--- config.mk ---
export PLATFORM = sky130hd
export DESIGN_NAME = dwte_top
export DESIGN_NICKNAME = d
export VERILOG_FILES = /design/src/dwte_pkg.sv /design/src/dwte_top.sv
export VERILOG_INCLUDE_DIRS = /design/src
export SDC_FILE = /design/constraint.sdc
export NUM_CORES = 1
export LEC_CHECK = 0
export ABC_AREA = 0
export BUFFER_PORTS_ARGS = -buffer_cell sky130_fd_sc_hd__clkbuf_2
export CAP_MARGIN = 20
export CORE_MARGIN = 10
export CORE_UTILIZATION = 70
export CTS_BUF_LIST = sky130_fd_sc_hd__clkbuf_4 sky130_fd_sc_hd__clkbuf_8
export DETAILED_ROUTE_END_ITERATION = 16
export PLACE_DENSITY = 0.88
export SLEW_MARGIN = 20
export SYNTH_ARGS = -nofsm -noshare
export SYNTH_HDL_FRONTEND = slang
export SYNTH_SLANG_ARGS = --single-unit
--- constraint.sdc ---
create_clock -name CLK_SYS -period 8.3 [get_ports CLK_SYS]
set_input_delay 1.245 -clock CLK_SYS [delete_from_list [all_inputs] [get_ports CLK_SYS]]
set_output_delay 1.245 -clock CLK_SYS [all_outputs]
set_load 0.02 [all_outputs]
--- src/dwte_map.svh ---
// Register offsets, field positions, reset values and sizes of the trigger engine
`ifndef DWTE_MAP_SVH
`define DWTE_MAP_SVH
`define DWTE_OFF_CTRL        8'h00
`define DWTE_OFF_ACQ_CFG     8'h04
`define DWTE_OFF_ACQ_CNT     8'h08
`define DWTE_OFF_PRE_CNT     8'h0C
`define DWTE_OFF_DELAY       8'h10
`define DWTE_OFF_PERIOD      8'h14
`define DWTE_OFF_STATUS      8'h18
`define DWTE_OFF_ACQ_DATA    8'h1C
`define DWTE_OFF_GEN_CFG     8'h20
`define DWTE_OFF_GEN_CNT     8'h24
`define DWTE_OFF_GEN_DATA    8'h28
`define DWTE_CTRL_ACQ_GO     0
`define DWTE_CTRL_ACQ_STOP   1
`define DWTE_CTRL_GEN_GO     2
`define DWTE_CTRL_GEN_STOP   3
`define DWTE_CTRL_ERR_CLR    4
`define DWTE_ACQ_TRIG_EN     0
`define DWTE_ACQ_START_FALL  1
`define DWTE_ACQ_RETRIG      2
`define DWTE_ACQ_CONT        3
`define DWTE_ACQ_REF_EN      4
`define DWTE_ACQ_REF_FALL    5
`define DWTE_ACQ_PAUSE_EN    6
`define DWTE_ACQ_PAUSE_LOW   7
`define DWTE_ACQ_EXPORT_EN   8
`define DWTE_ACQ_TIMED_SINGLE_POINT 9
`define DWTE_ACQ_EXT_CLK     10
`define DWTE_GEN_CONT        0
`define DWTE_GEN_REGENERATION_ALLOW 1
`define DWTE_GEN_FIFO_ONLY_REPLAY   2
`define DWTE_RST_GEN_CFG     3'h2
`define DWTE_RST_ACQ_CNT     16'h0010
`define DWTE_RST_PRE_CNT     16'h0000
`define DWTE_RST_DELAY       16'h0002
`define DWTE_RST_PERIOD      16'h000A
`define DWTE_RST_GEN_CNT     16'h0010
`define DWTE_DEPTH           5'h10
`define DWTE_TRG_START       0
`define DWTE_TRG_REF         1
`define DWTE_TRG_PAUSE       2
`define DWTE_TRG_SCLK        3
`endif

--- src/dwte_pkg.sv ---
// Types of the trigger engine: states, bus carrier and the state record
package dwte_pkg;
    typedef enum logic [1:0] {ACQ_IDLE, ACQ_ARM, ACQ_DELAY, ACQ_RUN} dwte_acq_t;
    typedef enum logic {GEN_IDLE, GEN_RUN} dwte_gen_t;
    typedef struct packed {
        logic        cyc;
        logic        stb;
        logic        we;
        logic [7:0]  adr;
        logic [3:0]  sel;
        logic [31:0] dat;
    } dwte_wbi_t;
    typedef struct packed {
        logic [3:0]       s1;
        logic [3:0]       s2;
        logic [3:0]       s3;
        logic [3:0]       flt;
        logic [3:0]       prv;
        logic [7:0]       d1;
        logic [7:0]       d2;
        logic [7:0]       d3;
        logic [10:0]      acq_cfg;
        logic [15:0]      acq_cnt;
        logic [15:0]      pre_cnt;
        logic [15:0]      delay;
        logic [15:0]      period;
        logic [2:0]       gen_cfg;
        logic [15:0]      gen_cnt;
        dwte_acq_t        acq_st;
        logic [15:0]      div;
        logic [15:0]      dly;
        logic [15:0]      smp;
        logic [15:0]      post;
        logic             pre_ok;
        logic             trig_seen;
        logic [15:0][7:0] amem;
        logic [3:0]       awp;
        logic [3:0]       arp;
        logic [4:0]       acount;
        logic             ovf;
        logic             unf;
        logic             late;
        logic             exp_pulse;
        dwte_gen_t        gen_st;
        logic [15:0]      gdiv;
        logic [15:0]      gsent;
        logic [7:0]       gout;
        logic [15:0][7:0] gmem;
        logic [3:0]       gwp;
        logic [3:0]       grp;
        logic [4:0]       gcount;
        logic             wb_ack;
        logic [31:0]      wb_dat;
    } dwte_st_t;
endpackage

--- src/dwte_top.sv ---
// Trigger, pause and buffered sequencing engine for digital waveform input and output
`timescale 1ns/100ps
`include "dwte_map.svh"

// What this block does
// - Acquisition starts on armed start trigger, or on software go without trigger.
// - Finite ends at sample count or reference trigger; continuous ends by stop or, if enabled, by reference trigger.
// - Retriggerable start replays the whole finite sample sequence per trigger.
// - Start triggers during a sequence are ignored; re-arm after it ends.
// - Only one reference trigger is honoured per acquisition.
// - Start trigger edge is selectable rising or falling.
// - Exported start trigger is an active-high pulse; line is input after reset.
// - Posttrigger samples equal buffer size minus pretrigger count.
// - Reference trigger is armed only after pretrigger samples are stored.
// - Full buffer before reference trigger drops the oldest sample per new one.
// - After reference trigger, store posttrigger samples then end.
// - Reference trigger edge is selectable rising or falling.
// - Software go also starts pretriggered acquisitions.
// - Active pause suppresses the sample clock; clocking resumes when inactive.
// - Pause active level is programmable high or low.
// - Pause is level sensitive only.
// - Single point mode flags lateness when previous sample is still unread.
// - Host fills generation FIFO; one sample goes out per update.
// - Finite generation stops after exactly the programmed sample count.
// - Regeneration replays stored data and is allowed after reset.
// - Without regeneration, data is never repeated; empty update flags underflow.
// - FIFO-only replay refuses host writes while running.
// - External sample clock edges are ignored outside an acquisition.
// - Without reference trigger, a sample arriving into a full acquisition FIFO flags overflow.
// - Start to first sample delay is programmable, two ticks after reset.
module dwte_top (
    // Clock and reset
    input  wire logic        CLK_SYS,
    input  wire logic        RST_N,
    // Wishbone slave
    input  wire logic        WB_CYC_I,
    input  wire logic        WB_STB_I,
    input  wire logic        WB_WE_I,
    input  wire logic [7:0]  WB_ADR_I,
    input  wire logic [3:0]  WB_SEL_I,
    input  wire logic [31:0] WB_DAT_I,
    output logic      [31:0] WB_DAT_O,
    output logic             WB_ACK_O,
    // Trigger and clock inputs
    input  wire logic        INPUT_START_TRIGGER,
    input  wire logic        INPUT_REFERENCE_TRIGGER,
    input  wire logic        INPUT_PAUSE_TRIGGER,
    input  wire logic        INPUT_SAMPLE_CLOCK,
    // Waveform data
    input  wire logic [7:0]  DI_DATA_I,
    output logic      [7:0]  DO_DATA_O,
    // Start trigger export line
    input  wire logic        PROGRAMMABLE_IO_LINE_I,
    output logic             PROGRAMMABLE_IO_LINE_O,
    output logic             PROGRAMMABLE_IO_LINE_OE,
    // Status
    output logic             ACQ_ACTIVE_O
);

    dwte_pkg::dwte_st_t  q_r;
    dwte_pkg::dwte_st_t  q_nxt;
    dwte_pkg::dwte_wbi_t wbi;
    logic                req;
    logic                commit;
    logic                wr;
    logic [7:0]          wa;
    logic [3:0]          rise;
    logic [3:0]          fall;
    logic                start_ev;
    logic                ref_ev;
    logic                paused;
    logic                tick;
    logic                gtick;
    logic                acq_end;
    logic                regen;
    logic [15:0]         post_tgt;
    logic [3:0]          nx;
    logic [31:0]         rd_val;
    logic                acq_go;
    logic                acq_stop;
    logic                gen_go;
    logic                gen_stop;
    logic                err_clr;

    function automatic logic edge_hit(input logic r, input logic f, input logic sel_fall);
        edge_hit = sel_fall ? f : r;
    endfunction

    function automatic logic [15:0] merge16(input logic [15:0] old_v,
                                            input logic [31:0] new_v,
                                            input logic [3:0]  sel);
        merge16 = {sel[1] ? new_v[15:8] : old_v[15:8], sel[0] ? new_v[7:0] : old_v[7:0]};
    endfunction

    assign wbi = '{cyc: WB_CYC_I, stb: WB_STB_I, we: WB_WE_I, adr: WB_ADR_I,
                   sel: WB_SEL_I, dat: WB_DAT_I};

    always_comb
    begin
        q_nxt = q_r;
        rd_val = 32'h0000_0000;
        tick = 1'b0;
        gtick = 1'b0;
        acq_end = 1'b0;
        nx = 4'h0;
        q_nxt.wb_ack = 1'b0;
        q_nxt.exp_pulse = 1'b0;

        // Input synchronisers and agreement filter
        q_nxt.s1 = {INPUT_SAMPLE_CLOCK, INPUT_PAUSE_TRIGGER,
                    INPUT_REFERENCE_TRIGGER, INPUT_START_TRIGGER};
        q_nxt.s2 = q_r.s1;
        q_nxt.s3 = q_r.s2;
        for (int i = 0; i < 4; i++)
        begin
            if (q_r.s2[i] == q_r.s3[i])
            begin
                q_nxt.flt[i] = q_r.s3[i];
            end
        end
        q_nxt.prv = q_r.flt;
        q_nxt.d1 = DI_DATA_I;
        q_nxt.d2 = q_r.d1;
        q_nxt.d3 = q_r.d2;
        rise = q_r.flt & ~q_r.prv;
        fall = ~q_r.flt & q_r.prv;
        start_ev = edge_hit(rise[`DWTE_TRG_START], fall[`DWTE_TRG_START],
                            q_r.acq_cfg[`DWTE_ACQ_START_FALL]);
        ref_ev = edge_hit(rise[`DWTE_TRG_REF], fall[`DWTE_TRG_REF],
                          q_r.acq_cfg[`DWTE_ACQ_REF_FALL]);
        paused = q_r.acq_cfg[`DWTE_ACQ_PAUSE_EN] &
                 (q_r.flt[`DWTE_TRG_PAUSE] ^ q_r.acq_cfg[`DWTE_ACQ_PAUSE_LOW]);
        post_tgt = q_r.acq_cnt - q_r.pre_cnt;
        regen = q_r.gen_cfg[`DWTE_GEN_REGENERATION_ALLOW] |
                q_r.gen_cfg[`DWTE_GEN_FIFO_ONLY_REPLAY];

        // Bus decode
        req = wbi.cyc & wbi.stb;
        commit = req & q_r.wb_ack;
        wr = commit & wbi.we;
        wa = {wbi.adr[7:2], 2'b00};
        if (wa == `DWTE_OFF_ACQ_CFG)
        begin
            rd_val = {21'h000000, q_r.acq_cfg};
        end
        else if (wa == `DWTE_OFF_ACQ_CNT)
        begin
            rd_val = {16'h0000, q_r.acq_cnt};
        end
        else if (wa == `DWTE_OFF_PRE_CNT)
        begin
            rd_val = {16'h0000, q_r.pre_cnt};
        end
        else if (wa == `DWTE_OFF_DELAY)
        begin
            rd_val = {16'h0000, q_r.delay};
        end
        else if (wa == `DWTE_OFF_PERIOD)
        begin
            rd_val = {16'h0000, q_r.period};
        end
        else if (wa == `DWTE_OFF_STATUS)
        begin
            rd_val = {11'h000, q_r.gcount, 3'h0, q_r.acount, 1'b0, q_r.late, q_r.unf,
                      q_r.ovf, q_r.trig_seen, q_r.pre_ok,
                      q_r.gen_st == dwte_pkg::GEN_RUN, q_r.acq_st != dwte_pkg::ACQ_IDLE};
        end
        else if (wa == `DWTE_OFF_ACQ_DATA)
        begin
            rd_val = {24'h000000, q_r.amem[q_r.arp]};
        end
        else if (wa == `DWTE_OFF_GEN_CFG)
        begin
            rd_val = {29'h00000000, q_r.gen_cfg};
        end
        else if (wa == `DWTE_OFF_GEN_CNT)
        begin
            rd_val = {16'h0000, q_r.gen_cnt};
        end
        if (req && !q_r.wb_ack)
        begin
            q_nxt.wb_ack = 1'b1;
            q_nxt.wb_dat = rd_val;
        end
        acq_go = wr && wa == `DWTE_OFF_CTRL && wbi.sel[0] && wbi.dat[`DWTE_CTRL_ACQ_GO];
        acq_stop = wr && wa == `DWTE_OFF_CTRL && wbi.sel[0] && wbi.dat[`DWTE_CTRL_ACQ_STOP];
        gen_go = wr && wa == `DWTE_OFF_CTRL && wbi.sel[0] && wbi.dat[`DWTE_CTRL_GEN_GO];
        gen_stop = wr && wa == `DWTE_OFF_CTRL && wbi.sel[0] && wbi.dat[`DWTE_CTRL_GEN_STOP];
        err_clr = wr && wa == `DWTE_OFF_CTRL && wbi.sel[0] && wbi.dat[`DWTE_CTRL_ERR_CLR];
        if (wr && wa == `DWTE_OFF_ACQ_CFG)
        begin
            q_nxt.acq_cfg = {wbi.sel[1] ? wbi.dat[10:8] : q_r.acq_cfg[10:8],
                             wbi.sel[0] ? wbi.dat[7:0] : q_r.acq_cfg[7:0]};
        end
        else if (wr && wa == `DWTE_OFF_ACQ_CNT)
        begin
            q_nxt.acq_cnt = merge16(q_r.acq_cnt, wbi.dat, wbi.sel);
        end
        else if (wr && wa == `DWTE_OFF_PRE_CNT)
        begin
            q_nxt.pre_cnt = merge16(q_r.pre_cnt, wbi.dat, wbi.sel);
        end
        else if (wr && wa == `DWTE_OFF_DELAY)
        begin
            q_nxt.delay = merge16(q_r.delay, wbi.dat, wbi.sel);
        end
        else if (wr && wa == `DWTE_OFF_PERIOD)
        begin
            q_nxt.period = merge16(q_r.period, wbi.dat, wbi.sel);
        end
        else if (wr && wa == `DWTE_OFF_GEN_CFG && wbi.sel[0])
        begin
            q_nxt.gen_cfg = wbi.dat[2:0];
        end
        else if (wr && wa == `DWTE_OFF_GEN_CNT)
        begin
            q_nxt.gen_cnt = merge16(q_r.gen_cnt, wbi.dat, wbi.sel);
        end
        if (err_clr)
        begin
            q_nxt.ovf = 1'b0;
            q_nxt.unf = 1'b0;
            q_nxt.late = 1'b0;
        end

        // Host drains the acquisition FIFO
        if (commit && !wbi.we && wa == `DWTE_OFF_ACQ_DATA && q_r.acount != 5'h00)
        begin
            q_nxt.arp = q_r.arp + 4'h1;
            q_nxt.acount = q_r.acount - 5'h01;
        end

        // Acquisition sequencer
        case (q_r.acq_st)
            dwte_pkg::ACQ_IDLE:
            begin
                if (acq_go)
                begin
                    q_nxt.smp = 16'h0000;
                    q_nxt.post = 16'h0000;
                    q_nxt.pre_ok = 1'b0;
                    q_nxt.trig_seen = 1'b0;
                    q_nxt.dly = q_r.delay;
                    q_nxt.acq_st = q_r.acq_cfg[`DWTE_ACQ_TRIG_EN] ?
                                   dwte_pkg::ACQ_ARM : dwte_pkg::ACQ_DELAY;
                end
            end
            dwte_pkg::ACQ_ARM:
            begin
                if (start_ev)
                begin
                    q_nxt.acq_st = dwte_pkg::ACQ_DELAY;
                    q_nxt.trig_seen = 1'b0;
                    q_nxt.dly = q_r.delay;
                    q_nxt.exp_pulse = q_r.acq_cfg[`DWTE_ACQ_EXPORT_EN];
                end
            end
            dwte_pkg::ACQ_DELAY:
            begin
                if (q_r.dly <= 16'h0001)
                begin
                    q_nxt.acq_st = dwte_pkg::ACQ_RUN;
                    q_nxt.div = 16'h0000;
                end
                else
                begin
                    q_nxt.dly = q_r.dly - 16'h0001;
                end
            end
            dwte_pkg::ACQ_RUN:
            begin
                if (q_r.acq_cfg[`DWTE_ACQ_EXT_CLK])
                begin
                    tick = rise[`DWTE_TRG_SCLK] & ~paused;
                end
                else if (!paused)
                begin
                    if (q_r.div == 16'h0000)
                    begin
                        tick = 1'b1;
                        q_nxt.div = q_r.period - 16'h0001;
                    end
                    else
                    begin
                        q_nxt.div = q_r.div - 16'h0001;
                    end
                end
                if (q_r.smp >= q_r.pre_cnt)
                begin
                    q_nxt.pre_ok = 1'b1;
                end
                if (q_r.acq_cfg[`DWTE_ACQ_REF_EN] && q_r.pre_ok &&
                    !q_r.trig_seen && ref_ev)
                begin
                    q_nxt.trig_seen = 1'b1;
                    if (post_tgt == 16'h0000)
                    begin
                        acq_end = 1'b1;
                    end
                end
                if (tick)
                begin
                    if (q_r.acq_cfg[`DWTE_ACQ_TIMED_SINGLE_POINT] &&
                        q_nxt.acount != 5'h00)
                    begin
                        q_nxt.late = 1'b1;
                    end
                    if (q_r.acq_cfg[`DWTE_ACQ_REF_EN] &&
                        ({11'h000, q_nxt.acount} >= q_r.acq_cnt ||
                         q_nxt.acount == `DWTE_DEPTH))
                    begin
                        q_nxt.arp = q_nxt.arp + 4'h1;
                        q_nxt.acount = q_nxt.acount - 5'h01;
                    end
                    if (q_nxt.acount == `DWTE_DEPTH)
                    begin
                        q_nxt.ovf = 1'b1;
                    end
                    else
                    begin
                        q_nxt.amem[q_r.awp] = q_r.d3;
                        q_nxt.awp = q_r.awp + 4'h1;
                        q_nxt.acount = q_nxt.acount + 5'h01;
                    end
                    q_nxt.smp = q_r.smp + 16'h0001;
                    if (q_r.acq_cfg[`DWTE_ACQ_REF_EN])
                    begin
                        if (q_r.trig_seen)
                        begin
                            q_nxt.post = q_r.post + 16'h0001;
                            if (q_r.post + 16'h0001 >= post_tgt)
                            begin
                                acq_end = 1'b1;
                            end
                        end
                    end
                    else if (!q_r.acq_cfg[`DWTE_ACQ_CONT] &&
                             q_r.smp + 16'h0001 == q_r.acq_cnt)
                    begin
                        acq_end = 1'b1;
                    end
                end
                if (acq_end)
                begin
                    q_nxt.smp = 16'h0000;
                    q_nxt.post = 16'h0000;
                    q_nxt.pre_ok = 1'b0;
                    q_nxt.acq_st = (q_r.acq_cfg[`DWTE_ACQ_RETRIG] &&
                                    q_r.acq_cfg[`DWTE_ACQ_TRIG_EN]) ?
                                   dwte_pkg::ACQ_ARM : dwte_pkg::ACQ_IDLE;
                end
            end
            default:
            begin
                q_nxt.acq_st = dwte_pkg::ACQ_IDLE;
            end
        endcase
        if (acq_stop)
        begin
            q_nxt.acq_st = dwte_pkg::ACQ_IDLE;
        end

        // Generation sequencer
        case (q_r.gen_st)
            dwte_pkg::GEN_IDLE:
            begin
                if (gen_go)
                begin
                    q_nxt.gen_st = dwte_pkg::GEN_RUN;
                    q_nxt.gdiv = q_r.delay;
                    q_nxt.gsent = 16'h0000;
                end
            end
            default:
            begin
                if (q_r.gdiv == 16'h0000)
                begin
                    gtick = 1'b1;
                    q_nxt.gdiv = q_r.period - 16'h0001;
                end
                else
                begin
                    q_nxt.gdiv = q_r.gdiv - 16'h0001;
                end
                if (gtick)
                begin
                    if (q_r.gcount == 5'h00)
                    begin
                        q_nxt.unf = 1'b1;
                    end
                    else
                    begin
                        q_nxt.gout = q_r.gmem[q_r.grp];
                        if (regen)
                        begin
                            nx = q_r.grp + 4'h1;
                            if (nx == q_r.gwp)
                            begin
                                nx = q_r.gwp - q_r.gcount[3:0];
                            end
                            q_nxt.grp = nx;
                        end
                        else
                        begin
                            q_nxt.grp = q_r.grp + 4'h1;
                            q_nxt.gcount = q_r.gcount - 5'h01;
                        end
                    end
                    q_nxt.gsent = q_r.gsent + 16'h0001;
                    if (!q_r.gen_cfg[`DWTE_GEN_CONT] &&
                        q_r.gsent + 16'h0001 == q_r.gen_cnt)
                    begin
                        q_nxt.gen_st = dwte_pkg::GEN_IDLE;
                    end
                end
            end
        endcase
        if (gen_stop)
        begin
            q_nxt.gen_st = dwte_pkg::GEN_IDLE;
        end

        // Host fills the generation FIFO
        if (wr && wa == `DWTE_OFF_GEN_DATA && wbi.sel[0] && q_nxt.gcount != `DWTE_DEPTH &&
            !(q_r.gen_cfg[`DWTE_GEN_FIFO_ONLY_REPLAY] &&
              q_r.gen_st == dwte_pkg::GEN_RUN))
        begin
            q_nxt.gmem[q_r.gwp] = wbi.dat[7:0];
            q_nxt.gwp = q_r.gwp + 4'h1;
            q_nxt.gcount = q_nxt.gcount + 5'h01;
        end
    end

    always_ff @(posedge CLK_SYS or negedge RST_N)
    begin
        if (!RST_N)
        begin
            q_r <= '0;
            q_r.acq_cnt <= `DWTE_RST_ACQ_CNT;
            q_r.pre_cnt <= `DWTE_RST_PRE_CNT;
            q_r.delay <= `DWTE_RST_DELAY;
            q_r.period <= `DWTE_RST_PERIOD;
            q_r.gen_cfg <= `DWTE_RST_GEN_CFG;
            q_r.gen_cnt <= `DWTE_RST_GEN_CNT;
        end
        else
        begin
            q_r <= q_nxt;
        end
    end

    assign WB_DAT_O = q_r.wb_dat;
    assign WB_ACK_O = q_r.wb_ack;
    assign DO_DATA_O = q_r.gout;
    assign PROGRAMMABLE_IO_LINE_O = q_r.exp_pulse;
    assign PROGRAMMABLE_IO_LINE_OE = q_r.acq_cfg[`DWTE_ACQ_EXPORT_EN];
    assign ACQ_ACTIVE_O = q_r.acq_st != dwte_pkg::ACQ_IDLE;

endmodule // dwte_top

==> metrics <==
status=finished clean; Placed Cells=between 3k and 4k; die width=228 um; RSZ-0062 raised after global routing=no; Worst-Margin Slew=between 1000 and 1500 ps; GRT Util Overall=0.312; DR WL/cell=24.2 um; hold path cells=0; share of cells above drive strength 1=0.254; fin crit share=0.791; Avg Synthesized Cell Area=~11 um2; Crit path required time=slightly below 9000 ps; final clock skew=38.1 ps; vias in the first global route=about 23k; highest clock rate=between 0.15 and 0.2 GHz; Setup TNS=0 ps; Cells after Synth=roughly 2.7k; via count=around 23k; Slowest-stage cell, CP=o211a_1; crit path launch type=primary input; count of cell types in the netlist=just over 80; Yosys reg bits=roughly 550; I/O Pins=~110; Peak VDD IR=approximately 0.00018 V; gr ovfl total=0; CTS Buffer Depth=3; Clk pin slew, worst setup/hold paths=about 60 ps; Post-synth ARST share=1.00; CTS sink count=about 550; largest net degree at the start of global routing=roughly 200; clock root buffer=clkbuf_8; Max-slew headroom=0.294; leak pwr=15.2 nW; post-layout util=0.764; CTS H-tree depth=3; # port buffers=73; Hold-fix buffers, CTS=0; CORE AREA=42,900 um2; post-synthesis sequential area ratio=0.459; area delta synth->final=8.41%; post-synth design cell area=30,200 um2; CTS Buf Count=87; Pins Over Slew Limit=0; Hold Path Class=reg2reg; Layout Nets=~2.9k; hpwl dp=55,800 um; Final Hold Viols=0; Largest stage delay, worst path=about 700 ps; non-filler cells, final=between 3k and 4k; crit path max fanout=18; initial drt markers=around 2.6k; first-pass GRT wire length=approximately 130,000 um; PostCTS Resize Cnt=0; main flop type after synthesis=dfrtp_1; Post-synth EDFFs=0; antenna violations before repair=2; crit path time final=roughly 6600 ps; critical path class=in2reg; PwrDens=roughly 210 nW/um2; drc violations=0; CTS tree=done; Placer Congestion=a little under 1; commonest non-fill, non-tap cell in the layout=dfrtp_1; Post-CTS Setup Repair Bufs=0; row count=76; # setup viols final=0; max-cap violation count=0; total power=slightly below 7 mW; initial core utilization=0.705; Design Area, Final=32,800 um2; Critical Path AT=roughly 7100 ps; Post-Route WL=approximately 83,000 um; commonest non-fill, non-tap cells in the layout=dfrtp_1, mux2_2, nand2_1; synth warn=0; endpoint class of the critical path=flop; vias per std cell=between 6 and 7; die height=roughly 230 um; die area=between 50,000 and 60,000 um2; Reg2Reg Depth=22; DRT antenna net count=0; critical-path cell list=clkbuf_2, or4b_1, buf_4, nor4_2, buf_4, xnor2_1, clkinv_1, ha_1, nand2b_1, a21o_1, a21o_1, a211oi_1, nand2b_1, and2_1, nor2_1, a21o_1, inv_1, ha_1, o211a_1, buf_4, nor2_4, mux2_2; Worst-Skew Late Latency=roughly 720 ps; Detailed Routing Iterations Pass 1=6; placed inst area=30,800 um2
## worst max-delay path: cells and delay by family
family	cells	cell delay, ps
muxes	1	310
buffers and inverters	6	1430
AOI/OAI and AO/OA	5	1560
xor gates and xnor gates	1	240
and+or+nand+nor	7	1710
adders and majority gates	2	610
## worst paths after layout
path | startpoint | endpoint | slack (ps)
min reg2reg | q_nxt[529] | q_r[529] | 350
max in group asynchronous | RST_N | q_r[39] | 6090
max | WB_ADR_I[5] | q_r[252] | 1740
min in group asynchronous | RST_N | q_r[371] | 610
max reg2reg | q_r[219] | q_r[252] | 1970
min | q_nxt[529] | q_r[529] | 350
## final cells by class
type	instances	area [um2]
multi-input combinational	1921	15200
sequential	554	13900
fill	2603	10100
clock buffer	144	1810
tap	585	732
timing repair buffer	101	631
inverter	95	357
clock inverter	13	161
antenna	1	2.50
## cells by family after synthesis
| family | Yosys count | share of synthesized area |
|---|---|---|
| fa+ha+maj | 94 | 0.0391 |
| compound gates | 514 | 0.106 |
| other cells | 1 | 0.000124 |
| buf+inv | 279 | 0.0401 |
| flops | 554 | 0.459 |
| simple gates | 721 | 0.121 |
| xor+xnor | 127 | 0.0368 |
| mux | 454 | 0.198 |
## cells in the mapped netlist (all sizes together), types with 7 or more instances
cell type  instances  area [um2]
xnor2             83         727
o211ai            13        97.6
or4                7        56.3
a41oi             12         105
nand2            239         897
ha                88        1100
a211oi            17         128
nand3b             9        67.6
and2              22         138
a21oi            127         636
or3               15        93.8
nand4             31         194
o21a              14         105
dfrtp            548       13700
mux2i             30         313
nor2b             11        68.8
clkbuf           122         458
nand2b            13        81.3
mux2             344        3870
mux4              80        1800
a22o               7        61.3
o21ai            164         821
buf               62         398
nand3             98         503
and3              31         194
o31ai             28         215
o22ai             24         150
nor4              35         270
a21o              24         180
nor2             130         556
a31oi             17         106
nor3              52         305
a221oi             8        70.1
xor2              44         385
inv               93         349
and4               8        70.1
## sequential cells by signal, summed over array words and instances, names as in the netlist
signal,flops
DO_DATA_O,8
PROGRAMMABLE_IO_LINE_O,1
PROGRAMMABLE_IO_LINE_OE,1
WB_ACK_O,1
WB_DAT_O,21
q_nxt,28
q_r,494
## power breakdown
part	internal (mW)	switching [mW]
sequential	2.86	0.178
combinational	0.445	0.850
clock	1.45	1.14
total	4.76	2.16
## layer usage
metal | vias up | routed length [um] | GRT usage
li1 | 10000 | - | -
met1 | 11600 | 31200 | 0.393
met2 | 1337 | 38600 | 0.495
met3 | 348 | 8080 | 0.0769
met4 | 2 | 4780 | 0.166
met5 | - | 13 | 0
## stage by stage
stage          setup slack (ps)  hold slack, ps
4_1_cts                    1860             347
2_1_floorplan              1930             331
5_1_grt                    1420             352
6_report                   1740             347
3_5_place_dp               1170             335
3_3_place_gp               1300             333
Power figures use the tool's default switching activity.
